--- src/common/asc_pkg.sv ---
// Overview of operation
// - Three-bit field picks references; 000 and 1xx internal, 001/010/011 external mixes.
// - Scan bit set steps channel 0 positive input through scan list on mux A.
// - Fill-status bit shows which half converter fills, only in split mode.
// - Conversion interrupt once every field-plus-one completed sequences.
// - Buffer-mode bit splits result store into two eight-word halves.
// - Alternate bit: first sample mux A, then alternate B and A.
// - Unused bits 12-11, 9-8 and 6 read zero, writes ignored.
package asc_pkg;
    localparam logic [11:0] ASC_CTRL2_OFS = 12'h000;
    localparam logic [11:0] ASC_STATUS_OFS = 12'h004;
    localparam logic [15:0] ASC_CTRL2_RST = 16'h0000;
    localparam logic [15:0] ASC_WR_MASK = 16'he43f;
    localparam int ASC_REF_LSB = 13;
    localparam int ASC_SCAN_BIT = 10;
    localparam int ASC_FILL_BIT = 7;
    localparam int ASC_SPI_LSB = 2;
    localparam int ASC_SPLIT_BIT = 1;
    localparam int ASC_ALT_BIT = 0;
    localparam int ASC_HALF_WORDS = 8;
    localparam logic [1:0] HTRANS_NONSEQ = 2'b10;

    typedef struct packed {
        logic pos_external;
        logic neg_external;
    } asc_ref_t;

    typedef struct packed {
        asc_ref_t refs;
        logic scan_enable;
        logic split_mode;
        logic alternate;
        logic [3:0] per_interrupt;
    } asc_cfg_t;
endpackage

--- src/hw/asc_top.sv ---
`timescale 1ns/1ps
`default_nettype none
module asc_top (
    // Bus
    input wire logic hclk,
    input wire logic hresetn,
    input wire logic hsel,
    input wire logic [11:0] haddr,
    input wire logic [1:0] htrans,
    input wire logic hwrite,
    input wire logic [2:0] hsize,
    input wire logic [31:0] hwdata,
    input wire logic hready,
    output logic hreadyout,
    output logic hresp,
    output logic [31:0] hrdata,
    // Converter core
    input wire logic seq_done,
    input wire logic sample_done,
    output var asc_pkg::asc_cfg_t cfg,
    output logic use_mux_b,
    output logic [3:0] write_index,
    output logic conv_irq
);
    import asc_pkg::*;

    logic [15:0] ctrl_q;
    logic fill_q;
    logic alt_b_q;
    logic [3:0] seq_cnt_q;
    logic [3:0] widx_q;
    logic irq_q;
    logic wr_pend_q;
    logic [11:0] addr_q;
    logic [31:0] rdata_q;
    logic acc_ok;

    assign acc_ok = hsel && hready && (htrans == HTRANS_NONSEQ);
    assign hreadyout = 1'b1;
    assign hresp = 1'b0;

    // Address phase captured; writes land in the data phase
    always_ff @(posedge hclk or negedge hresetn) begin
        if (!hresetn) begin
            wr_pend_q <= 1'b0;
            addr_q <= 12'h000;
        end else begin
            wr_pend_q <= acc_ok && hwrite;
            addr_q <= haddr;
        end
    end

    always_ff @(posedge hclk or negedge hresetn) begin
        if (!hresetn) begin
            ctrl_q <= ASC_CTRL2_RST;
        end else if (wr_pend_q && addr_q == ASC_CTRL2_OFS) begin
            ctrl_q <= hwdata[15:0] & ASC_WR_MASK & ~(16'h0001 << ASC_FILL_BIT);
        end
    end

    // Read data registered in the address phase, zero for unmapped
    always_ff @(posedge hclk or negedge hresetn) begin
        if (!hresetn) begin
            rdata_q <= 32'h0000_0000;
        end else if (acc_ok && !hwrite) begin
            case (haddr)
                ASC_CTRL2_OFS: rdata_q <= {16'h0000, ctrl_q | (16'(fill_q) << ASC_FILL_BIT)};
                ASC_STATUS_OFS: rdata_q <= {23'h0, widx_q, seq_cnt_q, alt_b_q};
                default: rdata_q <= 32'h0000_0000;
            endcase
        end
    end
    assign hrdata = rdata_q;

    // only codes 001..011 pick external pins
    always_comb begin
        cfg.refs.pos_external = !ctrl_q[ASC_REF_LSB+2] && ctrl_q[ASC_REF_LSB];
        cfg.refs.neg_external = !ctrl_q[ASC_REF_LSB+2] && ctrl_q[ASC_REF_LSB+1];
        cfg.scan_enable = ctrl_q[ASC_SCAN_BIT];
        cfg.split_mode = ctrl_q[ASC_SPLIT_BIT];
        cfg.alternate = ctrl_q[ASC_ALT_BIT];
        cfg.per_interrupt = ctrl_q[ASC_SPI_LSB +: 4];
    end

    // Mux select toggles per sample; restarts on A after each sequence
    always_ff @(posedge hclk or negedge hresetn) begin
        if (!hresetn) begin
            alt_b_q <= 1'b0;
        end else if (!ctrl_q[ASC_ALT_BIT] || seq_done) begin
            alt_b_q <= 1'b0;
        end else if (sample_done) begin
            alt_b_q <= !alt_b_q;
        end
    end
    assign use_mux_b = alt_b_q;

    // Sequence counter and interrupt pulse
    always_ff @(posedge hclk or negedge hresetn) begin
        if (!hresetn) begin
            seq_cnt_q <= 4'h0;
            irq_q <= 1'b0;
        end else begin
            irq_q <= 1'b0;
            if (seq_done) begin
                if (seq_cnt_q >= ctrl_q[ASC_SPI_LSB +: 4]) begin
                    seq_cnt_q <= 4'h0;
                    irq_q <= 1'b1;
                end else begin
                    seq_cnt_q <= seq_cnt_q + 4'h1;
                end
            end
        end
    end
    assign conv_irq = irq_q;

    // Result write pointer; split mode flips halves at each interrupt
    always_ff @(posedge hclk or negedge hresetn) begin
        if (!hresetn) begin
            widx_q <= 4'h0;
            fill_q <= 1'b0;
        end else if (irq_q) begin
            if (ctrl_q[ASC_SPLIT_BIT]) begin
                fill_q <= !fill_q;
                widx_q <= fill_q ? 4'h0 : 4'(ASC_HALF_WORDS);
            end else begin
                fill_q <= 1'b0;
                widx_q <= 4'h0;
            end
        end else if (sample_done) begin
            widx_q <= widx_q + 4'h1;
        end
    end
    assign write_index = widx_q;

    // Interrupt pacing
    a_irq_count: assert property (@(posedge hclk) disable iff (!hresetn)
        seq_done && seq_cnt_q == ctrl_q[ASC_SPI_LSB +: 4] |=> irq_q)
        else $error("interrupt missed at terminal count");
    a_irq_cause: assert property (@(posedge hclk) disable iff (!hresetn)
        irq_q |-> $past(seq_done))
        else $error("interrupt without sequence");
    a_irq_early: assert property (@(posedge hclk) disable iff (!hresetn)
        seq_done && seq_cnt_q < cfg.per_interrupt |=> !irq_q)
        else $error("interrupt before terminal count");
    a_cnt_step: assert property (@(posedge hclk) disable iff (!hresetn)
        seq_done && seq_cnt_q < cfg.per_interrupt |=> seq_cnt_q == $past(seq_cnt_q) + 4'h1)
        else $error("sequence count did not advance");
    a_cnt_hold: assert property (@(posedge hclk) disable iff (!hresetn)
        !seq_done |=> seq_cnt_q == $past(seq_cnt_q))
        else $error("sequence count moved without a sequence");

    // Reference decode; 1xx codes fall back to the internal rails
    a_ref_int: assert property (@(posedge hclk) disable iff (!hresetn)
        ctrl_q[ASC_REF_LSB+2] |-> !cfg.refs.pos_external && !cfg.refs.neg_external)
        else $error("1xx code must use internal rails");
    a_ref_none: assert property (@(posedge hclk) disable iff (!hresetn)
        ctrl_q[ASC_REF_LSB +: 3] == 3'b000 |-> !cfg.refs.pos_external && !cfg.refs.neg_external)
        else $error("code 000 must use internal rails");
    a_ref_pos: assert property (@(posedge hclk) disable iff (!hresetn)
        ctrl_q[ASC_REF_LSB +: 3] == 3'b001 |-> cfg.refs.pos_external && !cfg.refs.neg_external)
        else $error("code 001 must use external positive only");
    a_ref_neg: assert property (@(posedge hclk) disable iff (!hresetn)
        ctrl_q[ASC_REF_LSB +: 3] == 3'b010 |-> !cfg.refs.pos_external && cfg.refs.neg_external)
        else $error("code 010 must use external negative only");
    a_ref_both: assert property (@(posedge hclk) disable iff (!hresetn)
        ctrl_q[ASC_REF_LSB +: 3] == 3'b011 |-> cfg.refs.pos_external && cfg.refs.neg_external)
        else $error("code 011 must use both external references");

    // Register access; a write is checked one edge after its data phase
    a_unused_zero: assert property (@(posedge hclk) disable iff (!hresetn)
        (ctrl_q & 16'h1b40) == 16'h0000)
        else $error("unused bits not zero");
    a_mask_write: assert property (@(posedge hclk) disable iff (!hresetn)
        wr_pend_q && addr_q == ASC_CTRL2_OFS |=> ctrl_q == ($past(hwdata[15:0]) & ASC_WR_MASK))
        else $error("control write not masked");
    a_scan_write: assert property (@(posedge hclk) disable iff (!hresetn)
        wr_pend_q && addr_q == ASC_CTRL2_OFS |=> cfg.scan_enable == $past(hwdata[ASC_SCAN_BIT]))
        else $error("scan select does not follow write");
    a_read_fill: assert property (@(posedge hclk) disable iff (!hresetn)
        acc_ok && !hwrite && haddr == ASC_CTRL2_OFS |=> hrdata[ASC_FILL_BIT] == $past(fill_q))
        else $error("fill status not read back");
    a_read_unused: assert property (@(posedge hclk) disable iff (!hresetn)
        acc_ok && !hwrite && haddr == ASC_CTRL2_OFS |=> (hrdata & 32'hffff_1b40) == 32'h0)
        else $error("unused bits read as one");
    a_read_unmapped: assert property (@(posedge hclk) disable iff (!hresetn)
        acc_ok && !hwrite && haddr != ASC_CTRL2_OFS && haddr != ASC_STATUS_OFS
        |=> hrdata == 32'h0)
        else $error("unmapped read not zero");

    // Mux alternation
    a_alt_off: assert property (@(posedge hclk) disable iff (!hresetn)
        !ctrl_q[ASC_ALT_BIT] |=> !use_mux_b)
        else $error("mux b used without alternate");
    a_alt_toggle: assert property (@(posedge hclk) disable iff (!hresetn)
        cfg.alternate && sample_done && !seq_done |=> use_mux_b != $past(use_mux_b))
        else $error("alternate did not toggle");
    a_alt_restart: assert property (@(posedge hclk) disable iff (!hresetn)
        seq_done |=> !use_mux_b)
        else $error("sequence did not restart on mux a");

    // Result store halves
    a_fill_flip: assert property (@(posedge hclk) disable iff (!hresetn)
        irq_q && ctrl_q[ASC_SPLIT_BIT] |=> fill_q != $past(fill_q))
        else $error("fill half did not flip");
    a_fill_single: assert property (@(posedge hclk) disable iff (!hresetn)
        irq_q && !cfg.split_mode |=> !fill_q)
        else $error("fill status set in single buffer mode");
    a_half_jump: assert property (@(posedge hclk) disable iff (!hresetn)
        irq_q && cfg.split_mode |=> write_index == (fill_q ? 4'(ASC_HALF_WORDS) : 4'h0))
        else $error("write index not at start of filling half");
    a_single_restart: assert property (@(posedge hclk) disable iff (!hresetn)
        irq_q && !cfg.split_mode |=> write_index == 4'h0)
        else $error("single buffer did not restart at word zero");
    a_widx_step: assert property (@(posedge hclk) disable iff (!hresetn)
        sample_done && !irq_q |=> write_index == $past(write_index) + 4'h1)
        else $error("write index did not advance");

    // Main scenarios
    c_irq: cover property (@(posedge hclk) irq_q);
    c_split_flip: cover property (@(posedge hclk) irq_q && ctrl_q[ASC_SPLIT_BIT]);
    c_mux_b: cover property (@(posedge hclk) use_mux_b);
    c_scan_on: cover property (@(posedge hclk) cfg.scan_enable);
    c_ref_both: cover property (@(posedge hclk) cfg.refs.pos_external && cfg.refs.neg_external);
endmodule
`default_nettype wire

--- config.mk ---
export PLATFORM = sky130hd
export DESIGN_NAME = asc_top
export DESIGN_NICKNAME = d
export VERILOG_FILES = /design/src/common/asc_pkg.sv /design/src/hw/asc_top.sv
export SDC_FILE = /design/constraint.sdc
export NUM_CORES = 1
export LEC_CHECK = 0
export ABC_AREA = 0
export BUFFER_PORTS_ARGS = -buffer_cell sky130_fd_sc_hd__buf_2
export CORE_MARGIN = 1
export CORE_UTILIZATION = 25
export DETAILED_ROUTE_END_ITERATION = 7
export GPL_ROUTABILITY_DRIVEN = 1
export SETUP_SLACK_MARGIN = 0.1
export SYNTH_ARGS = -nofsm -noshare
export SYNTH_HDL_FRONTEND = slang
export SYNTH_SLANG_ARGS = --single-unit
--- constraint.sdc ---
create_clock -name hclk -period 2.5 [get_ports hclk]
set_input_delay 0.125 -clock hclk [delete_from_list [all_inputs] [get_ports hclk]]
set_output_delay 0.125 -clock hclk [all_outputs]
set_load 0.1 [all_outputs]
==> impl_metrics.csv, run 1 <==
group,metric,value,unit
pwr,power_density,943,nW/um2
finish,drive_gt1_share,31.8,%
die,ios,105,
finish,antennaDiodeCount,0,
global_route,grt_overflow,0,
critical_path,critPathLaunchType,"flop",
timing,period_needed,2.08,ns
timing,max-slew-margin-rel,28.5,%
timing,setup_viol,0,
finish,area_delta_synth_final,22.6,%
finish,postLayoutCellArea,2670,um2
synth,syn_inst,196,
global_route,antenna_found_initial,0,
die,die_area,9070,um2
global_route,gr-usage-all-layers,11.7,%
finish,fillCellCount,884,
synth,ys_seq_area_share,54.1,%
route,drtIter0Drc,37,
critical_path,crit_family,"compound AO/OA/AOI/OAI gates",
route,drc,0,
clocking,cts_buffers,5,
die,dieHeight,95.2,um
clocking,max-clock-path-buffers,2,
run,maxCapViolations,0,
placed_design,place_area,2460,um2
timing,tightest_slew,1.07,ns
timing,tns,0,ns
clocking,cts_tree,"built",
placed_design,dp_hpwl,3.49,mm
timing,post-route-period-util,83.3,%
route,vias,1543,
clocking,h-tree-depth,2,
route,first_pass_iters,4,
hold_path,hold_class,"in2async",
status,status,"finished, final reports clean",
route,wirelength,4.87,mm
timing,rsz0062_at_grt,"false",
global_route,use_met3,3.83,%
clocking,clock_latency,0.29,ns
placed_design,port-buffer-count,58,
global_route,grt_pass1_wl,7.71,mm
synth,ys_types,35,
critical_path,required,2.68,ns
critical_path,path_cells,"inv_1, ha_1, nand2b_1, a2111oi_1, nor2_1, o311ai_0",
global_route,use_met2,21.5,%
placed_design,place.gp.congestion,0.812,
finish,fin_cells,369,
critical_path,crit_fanout,4,
die,core_area,8300,um2
timing,finClkSkew,0.00491,ns
placed_design,dp_cells,349,
clocking,cts_resized,0,
global_route,grt_max_degree,48,
critical_path,criticalPathCategory,"reg2reg",
finish,nets,325,
timing,fmax,0.480,GHz
critical_path,cp-end-kind,"flop",
pwr,cellLeakagePower,1.34,nW
critical_path,critPathSlowestCell,"a2111oi_1",
finish,final_util,32.1,%
synth,avgSynthCellArea,11.1,um2
die,initial_core_util,26.2,%
critical_path,worst-path-buf-inv,1,
synth,ys_ff_latch,47,
die,rows,33,
clocking,cts_root_buf,"clkbuf_8",
route,antenna_left,0,
pwr,irDropWorstVdd,288,uV
timing,drv_slew,0,
clocking,clkTransAtPathRegs,0.08,ns
synth,ys.flop_type,"dfrtp_1",
global_route,top_usage_layer,"met2",
route,routedWlPerCell,13.2,um
global_route,grt_use_met1,12.2,%
critical_path,arrival,2.26,ns
die,die_w,95.2,um
route,viasPerCell,4.18,
clocking,clock-sinks,47,
timing,final-hold-violation-count,0,
synth,postSynth.asyncResetShare,100,%
critical_path,cpPeakStageDelay,0.54,ns
timing,timing.hold.ws,0.0260,ns
synth,synth_edf_count,0,
global_route,grt_pass1_vias,1527,
synth,syn_area,2170,um2
synth,yosysWarnings,0,
flip-flops by register name, summed over array words and instances, names as in the netlist:
register     count
wr_pend_q        1
conv_irq         1
addr_q          12
ctrl_q          10
hrdata          13
fill_q           1
write_index      4
use_mux_b        1
seq_cnt_q        4
layout make-up:
class / instances / area (um2) / share of cell area [%]
clock buffers: 7 / 76.3 / 2.86
clock inverters: 1 / 5.00 / 0.188
inverters: 10 / 37.5 / 1.41
multi-input cells: 125 / 798 / 30.0
flip-flops and latches: 47 / 1180 / 44.1
well taps: 105 / 131 / 4.93
repair buffers: 74 / 440 / 16.5
report_power, final:
group	switching (W)	internal (W)	total, W
clock	0.000244	0.000197	0.000441
combinational	0.000848	0.000217	0.00107
sequential	0.000127	0.000880	0.00101
per-stage QoR:
stage                     setup WS [ns]  power, W
after floorplan                   0.647   0.00191
after global placement            0.463   0.00207
after detailed placement          0.438   0.00209
after CTS                         0.407   0.00255
after global routing              0.152   0.00266
final                             0.418   0.00251
path summary, 6_finish.rpt:
path	start	slack, ns	endpoint	depth (start not counted)
setup / recovery	seq_cnt_q[0]	0.42	seq_cnt_q[2]	6
hold / removal	hresetn	0.03	ctrl_q[5]	1
setup reg to reg	seq_cnt_q[0]	0.42	seq_cnt_q[2]	6
max in group asynchronous	hresetn	1.82	hrdata[7]	1
hold reg to reg	hrdata[8]	0.47	hrdata[8]	2
min in group hclk	hwdata[5]	0.06	ctrl_q[5]	2
metal layers:
metal  up-vias  part of all wire, %
met5         -                    0
met4         0                  1.3
met3         6                  5.8
met2        50                   54
met1       741                   39
li1        746                    -
synth_stat cells (3+ instances only):
master	count	area (um2)
nand2b_1	3	18.8
a221oi_1	6	52.6
a21oi_1	3	15.0
mux2i_1	3	30.0
clkbuf_1	4	15.0
mux2_2	10	113
nand3_1	7	35.0
xnor2_1	3	26.3
nor2_1	22	82.6
inv_1	10	37.5
buf_4	29	218
ha_1	6	75.1
dfrtp_1	47	1180
nand2_1	15	56.3
cell usage in the layout, fill, tap and decap left out, drive strengths merged, types with 6 or more instances in the layout:
cell / instances
mux2: 10
buf: 62
nand3: 7
ha: 6
clkbuf: 7
nor2: 22
conb: 21
dlygate4sd3: 12
inv: 10
dfrtp: 47
a221oi: 7
nand2: 15
kinds of logic (layout without fill, tap and decap cells):
| group | after synthesis | count (layout) | synth area share (%) |
|---|---|---|---|
| AOI/OAI and AO/OA | 16 | 16 | 5.70 |
| other | 2 | 21 | 0.346 |
| muxes | 13 | 13 | 6.56 |
| buffers and inverters | 43 | 92 | 12.4 |
| adders and majority gates | 6 | 6 | 3.45 |
| DFF | 47 | 47 | 54.1 |
| xor gates and xnor gates | 4 | 4 | 1.61 |
| and+or+nand+nor | 65 | 65 | 15.8 |
what timing repair did:
item	in CTS	in global routing
endpoints found under the hold margin	12	0
buffers inserted	0	0
hold buffers	12	0
(Power assumes the default switching activity.)
==> run 2: changes to the inputs <==
==> constraint.sdc (replaced) <==
create_clock -name hclk -period 1.8 [get_ports hclk]
set_input_delay 0.09 -clock hclk [delete_from_list [all_inputs] [get_ports hclk]]
set_output_delay 0.09 -clock hclk [all_outputs]
set_load 0.1 [all_outputs]
==> run 2 against run 1 <==
  * Die area stayed put
  * Worst hold slack hardly changed
  * Cell count is 4.1% higher
  * Clock power is 78% higher
  * Flip-flop and latch count stayed put
  * Sequential share of layout area is 4.1 points lower
  * Sequential power is 37% higher
  * Critical path type unchanged
  * Largest power group unchanged
==> impl_metrics.csv, run 2 (synthesis gave the netlist of run 1 again) <==
group,metric,value,unit
status,status,"finished, final reports clean",
timing,tightest_slew,0.754,ns
timing,drv_slew,0,
die,die_w,95.2,um
critical_path,criticalPathCategory,"reg2reg",
timing,max-slew-margin-rel,49.8,%
finish,drive_gt1_share,39.8,%
finish,postLayoutCellArea,2940,um2
critical_path,arrival,1.84,ns
clocking,clock-sinks,47,
clocking,clock_latency,0.29,ns
global_route,grt_overflow,0,
clocking,max-clock-path-buffers,2,
die,die_area,9070,um2
critical_path,reg2reg_from,"seq_cnt_q[0]",
run,maxCapViolations,0,
finish,antennaDiodeCount,0,
finish,largest_register_ffs,13,
route,vias,1630,
placed_design,dp_hpwl,3.63,mm
route,viasPerCell,4.24,
die,ios,105,
pwr,cellLeakagePower,1.49,nW
hold_path,min-delay-start,"hwdata[15]",
critical_path,reg2reg_depth,7,
finish,mostFrequentLayoutCell,"buf_2",
timing,rsz0062_at_grt,"false",
hold_path,min_path_cells,2,
critical_path,r2r_end,"conv_irq",
timing,final-hold-violation-count,0,
die,core_area,8300,um2
placed_design,place_area,2540,um2
finish,final_cell_mix,"buf_2 (58), dfrtp_1 (47), nor2_1 (21), conb_1 (21)",
timing,finClkSkew,0.00612,ns
clocking,clkTransAtPathRegs,0.08,ns
pwr,irDropWorstVdd,431,uV
finish,area_delta_synth_final,35.3,%
die,rows,33,
timing,tns,0,ns
global_route,grt_max_degree,26,
route,routedWlPerCell,12.9,um
clocking,h-tree-depth,2,
route,drc,0,
die,initial_core_util,26.2,%
global_route,grt_pass1_wl,7.82,mm
critical_path,r2r_slack,0.15,ns
global_route,antenna_found_initial,0,
pwr,power_density,1340,nW/um2
route,first_pass_iters,4,
placed_design,place.gp.congestion,0.802,
critical_path,required,1.99,ns
clocking,cts_root_buf,"clkbuf_8",
critical_path,cp-end-kind,"flop",
route,drtIter0Drc,37,
critical_path,critPathLaunchType,"flop",
hold_path,whs_endpoint,"ctrl_q[15]",
die,dieHeight,95.2,um
route,wirelength,4.95,mm
critical_path,crit_fanout,3,
finish,final_util,35.4,%
global_route,grt_pass1_vias,1664,
global_route,gr-usage-all-layers,11.8,%
clocking,cts_buffers,5,
timing,fmax,0.606,GHz
finish,nets,340,
timing,setup_viol,0,
timing,post-route-period-util,91.6,%
clocking,cts_tree,"built",
timing,period_needed,1.65,ns
hold_path,hold_class,"in2reg",
placed_design,port-buffer-count,58,
route,antenna_left,0,
[run 2: cell types whose count changed in the layout (fill, tap and decap cells not counted), moves of 2 or more]
cell / previous run / this run
buf_4: 4 / 15
a221oi_1: 6 / 2
a221oi_2: 1 / 4
buf_6: 0 / 2
clkbuf_1: 2 / 0
[run 2: layout make-up]
cell class                      count  area, um2
Multi-Input combinational cell    125        900
Tap cell                          105        131
Inverter                           10       37.5
Clock inverter                      2       35.0
Sequential cell                    47       1180
Clock buffer                        6       82.6
Fill cell                         851       5360
Timing Repair Buffer               89        578
[run 2: metal layers]
| layer | vias up | part of all wire [%] | global-route usage [%] |
|---|---|---|---|
| li1 | 775 | - | - |
| met1 | 803 | 41 | 12.7 |
| met2 | 42 | 51 | 21.1 |
| met3 | 10 | 5.5 | 4.23 |
| met4 | 0 | 2.0 | 4.17 |
| met5 | - | 0 | 0 |
[run 2: worst max-delay path by stage]
stage	slack [ns]	from	cells after the start	endpoint
2_1_floorplan	-0.02	ctrl_q[15]	1	cfg[7]
3_3_place_gp	-0.05	seq_cnt_q[0]	6	seq_cnt_q[2]
3_5_place_dp	-0.06	seq_cnt_q[0]	6	seq_cnt_q[2]
4_1_cts	0.11	seq_cnt_q[0]	6	seq_cnt_q[2]
5_1_grt	0.08	seq_cnt_q[0]	7	conv_irq
6_report	0.15	seq_cnt_q[0]	7	conv_irq
[run 2: report_power, final]
group	leakage [nW]	total [W]	internal, W	switching (W)
Sequential	0.575	0.00138	0.00122	0.000156
Clock	0.0612	0.000786	0.000449	0.000337
Combinational	0.849	0.00178	0.000481	0.00130
Total	1.49	0.00395	0.00215	0.00179
[run 2: worst max-delay path: stages (launching register included)]
cell,delay (ns)
dfrtp_1,0.40
inv_2,0.09
ha_4,0.20
nand2b_4,0.14
a2111oi_4,0.33
nor2_2,0.09
buf_4,0.15
and2_1,0.15
[run 2: stage by stage]
step	hold slack [ns]	total power [W]	cells	worst slack [ns]
5_1_grt	0.0201	0.00417	384	0.0757
3_5_place_dp	0.111	0.00297	357	-0.0614
6_report	0.0257	0.00395	384	0.151
2_1_floorplan	-0.206	0.00267	215	-0.0183
3_3_place_gp	0.109	0.00294	357	-0.0463
4_1_cts	0.0150	0.00392	380	0.108
[run 2: timing repair]
item	CTS	global route
hold buffers	13	0
endpoints found under the hold margin	34	0
gates resized for setup	7	15
pin swaps	4	11
cloned	0	1
endpoints found under the setup margin	1	11
setup buffers	2	3
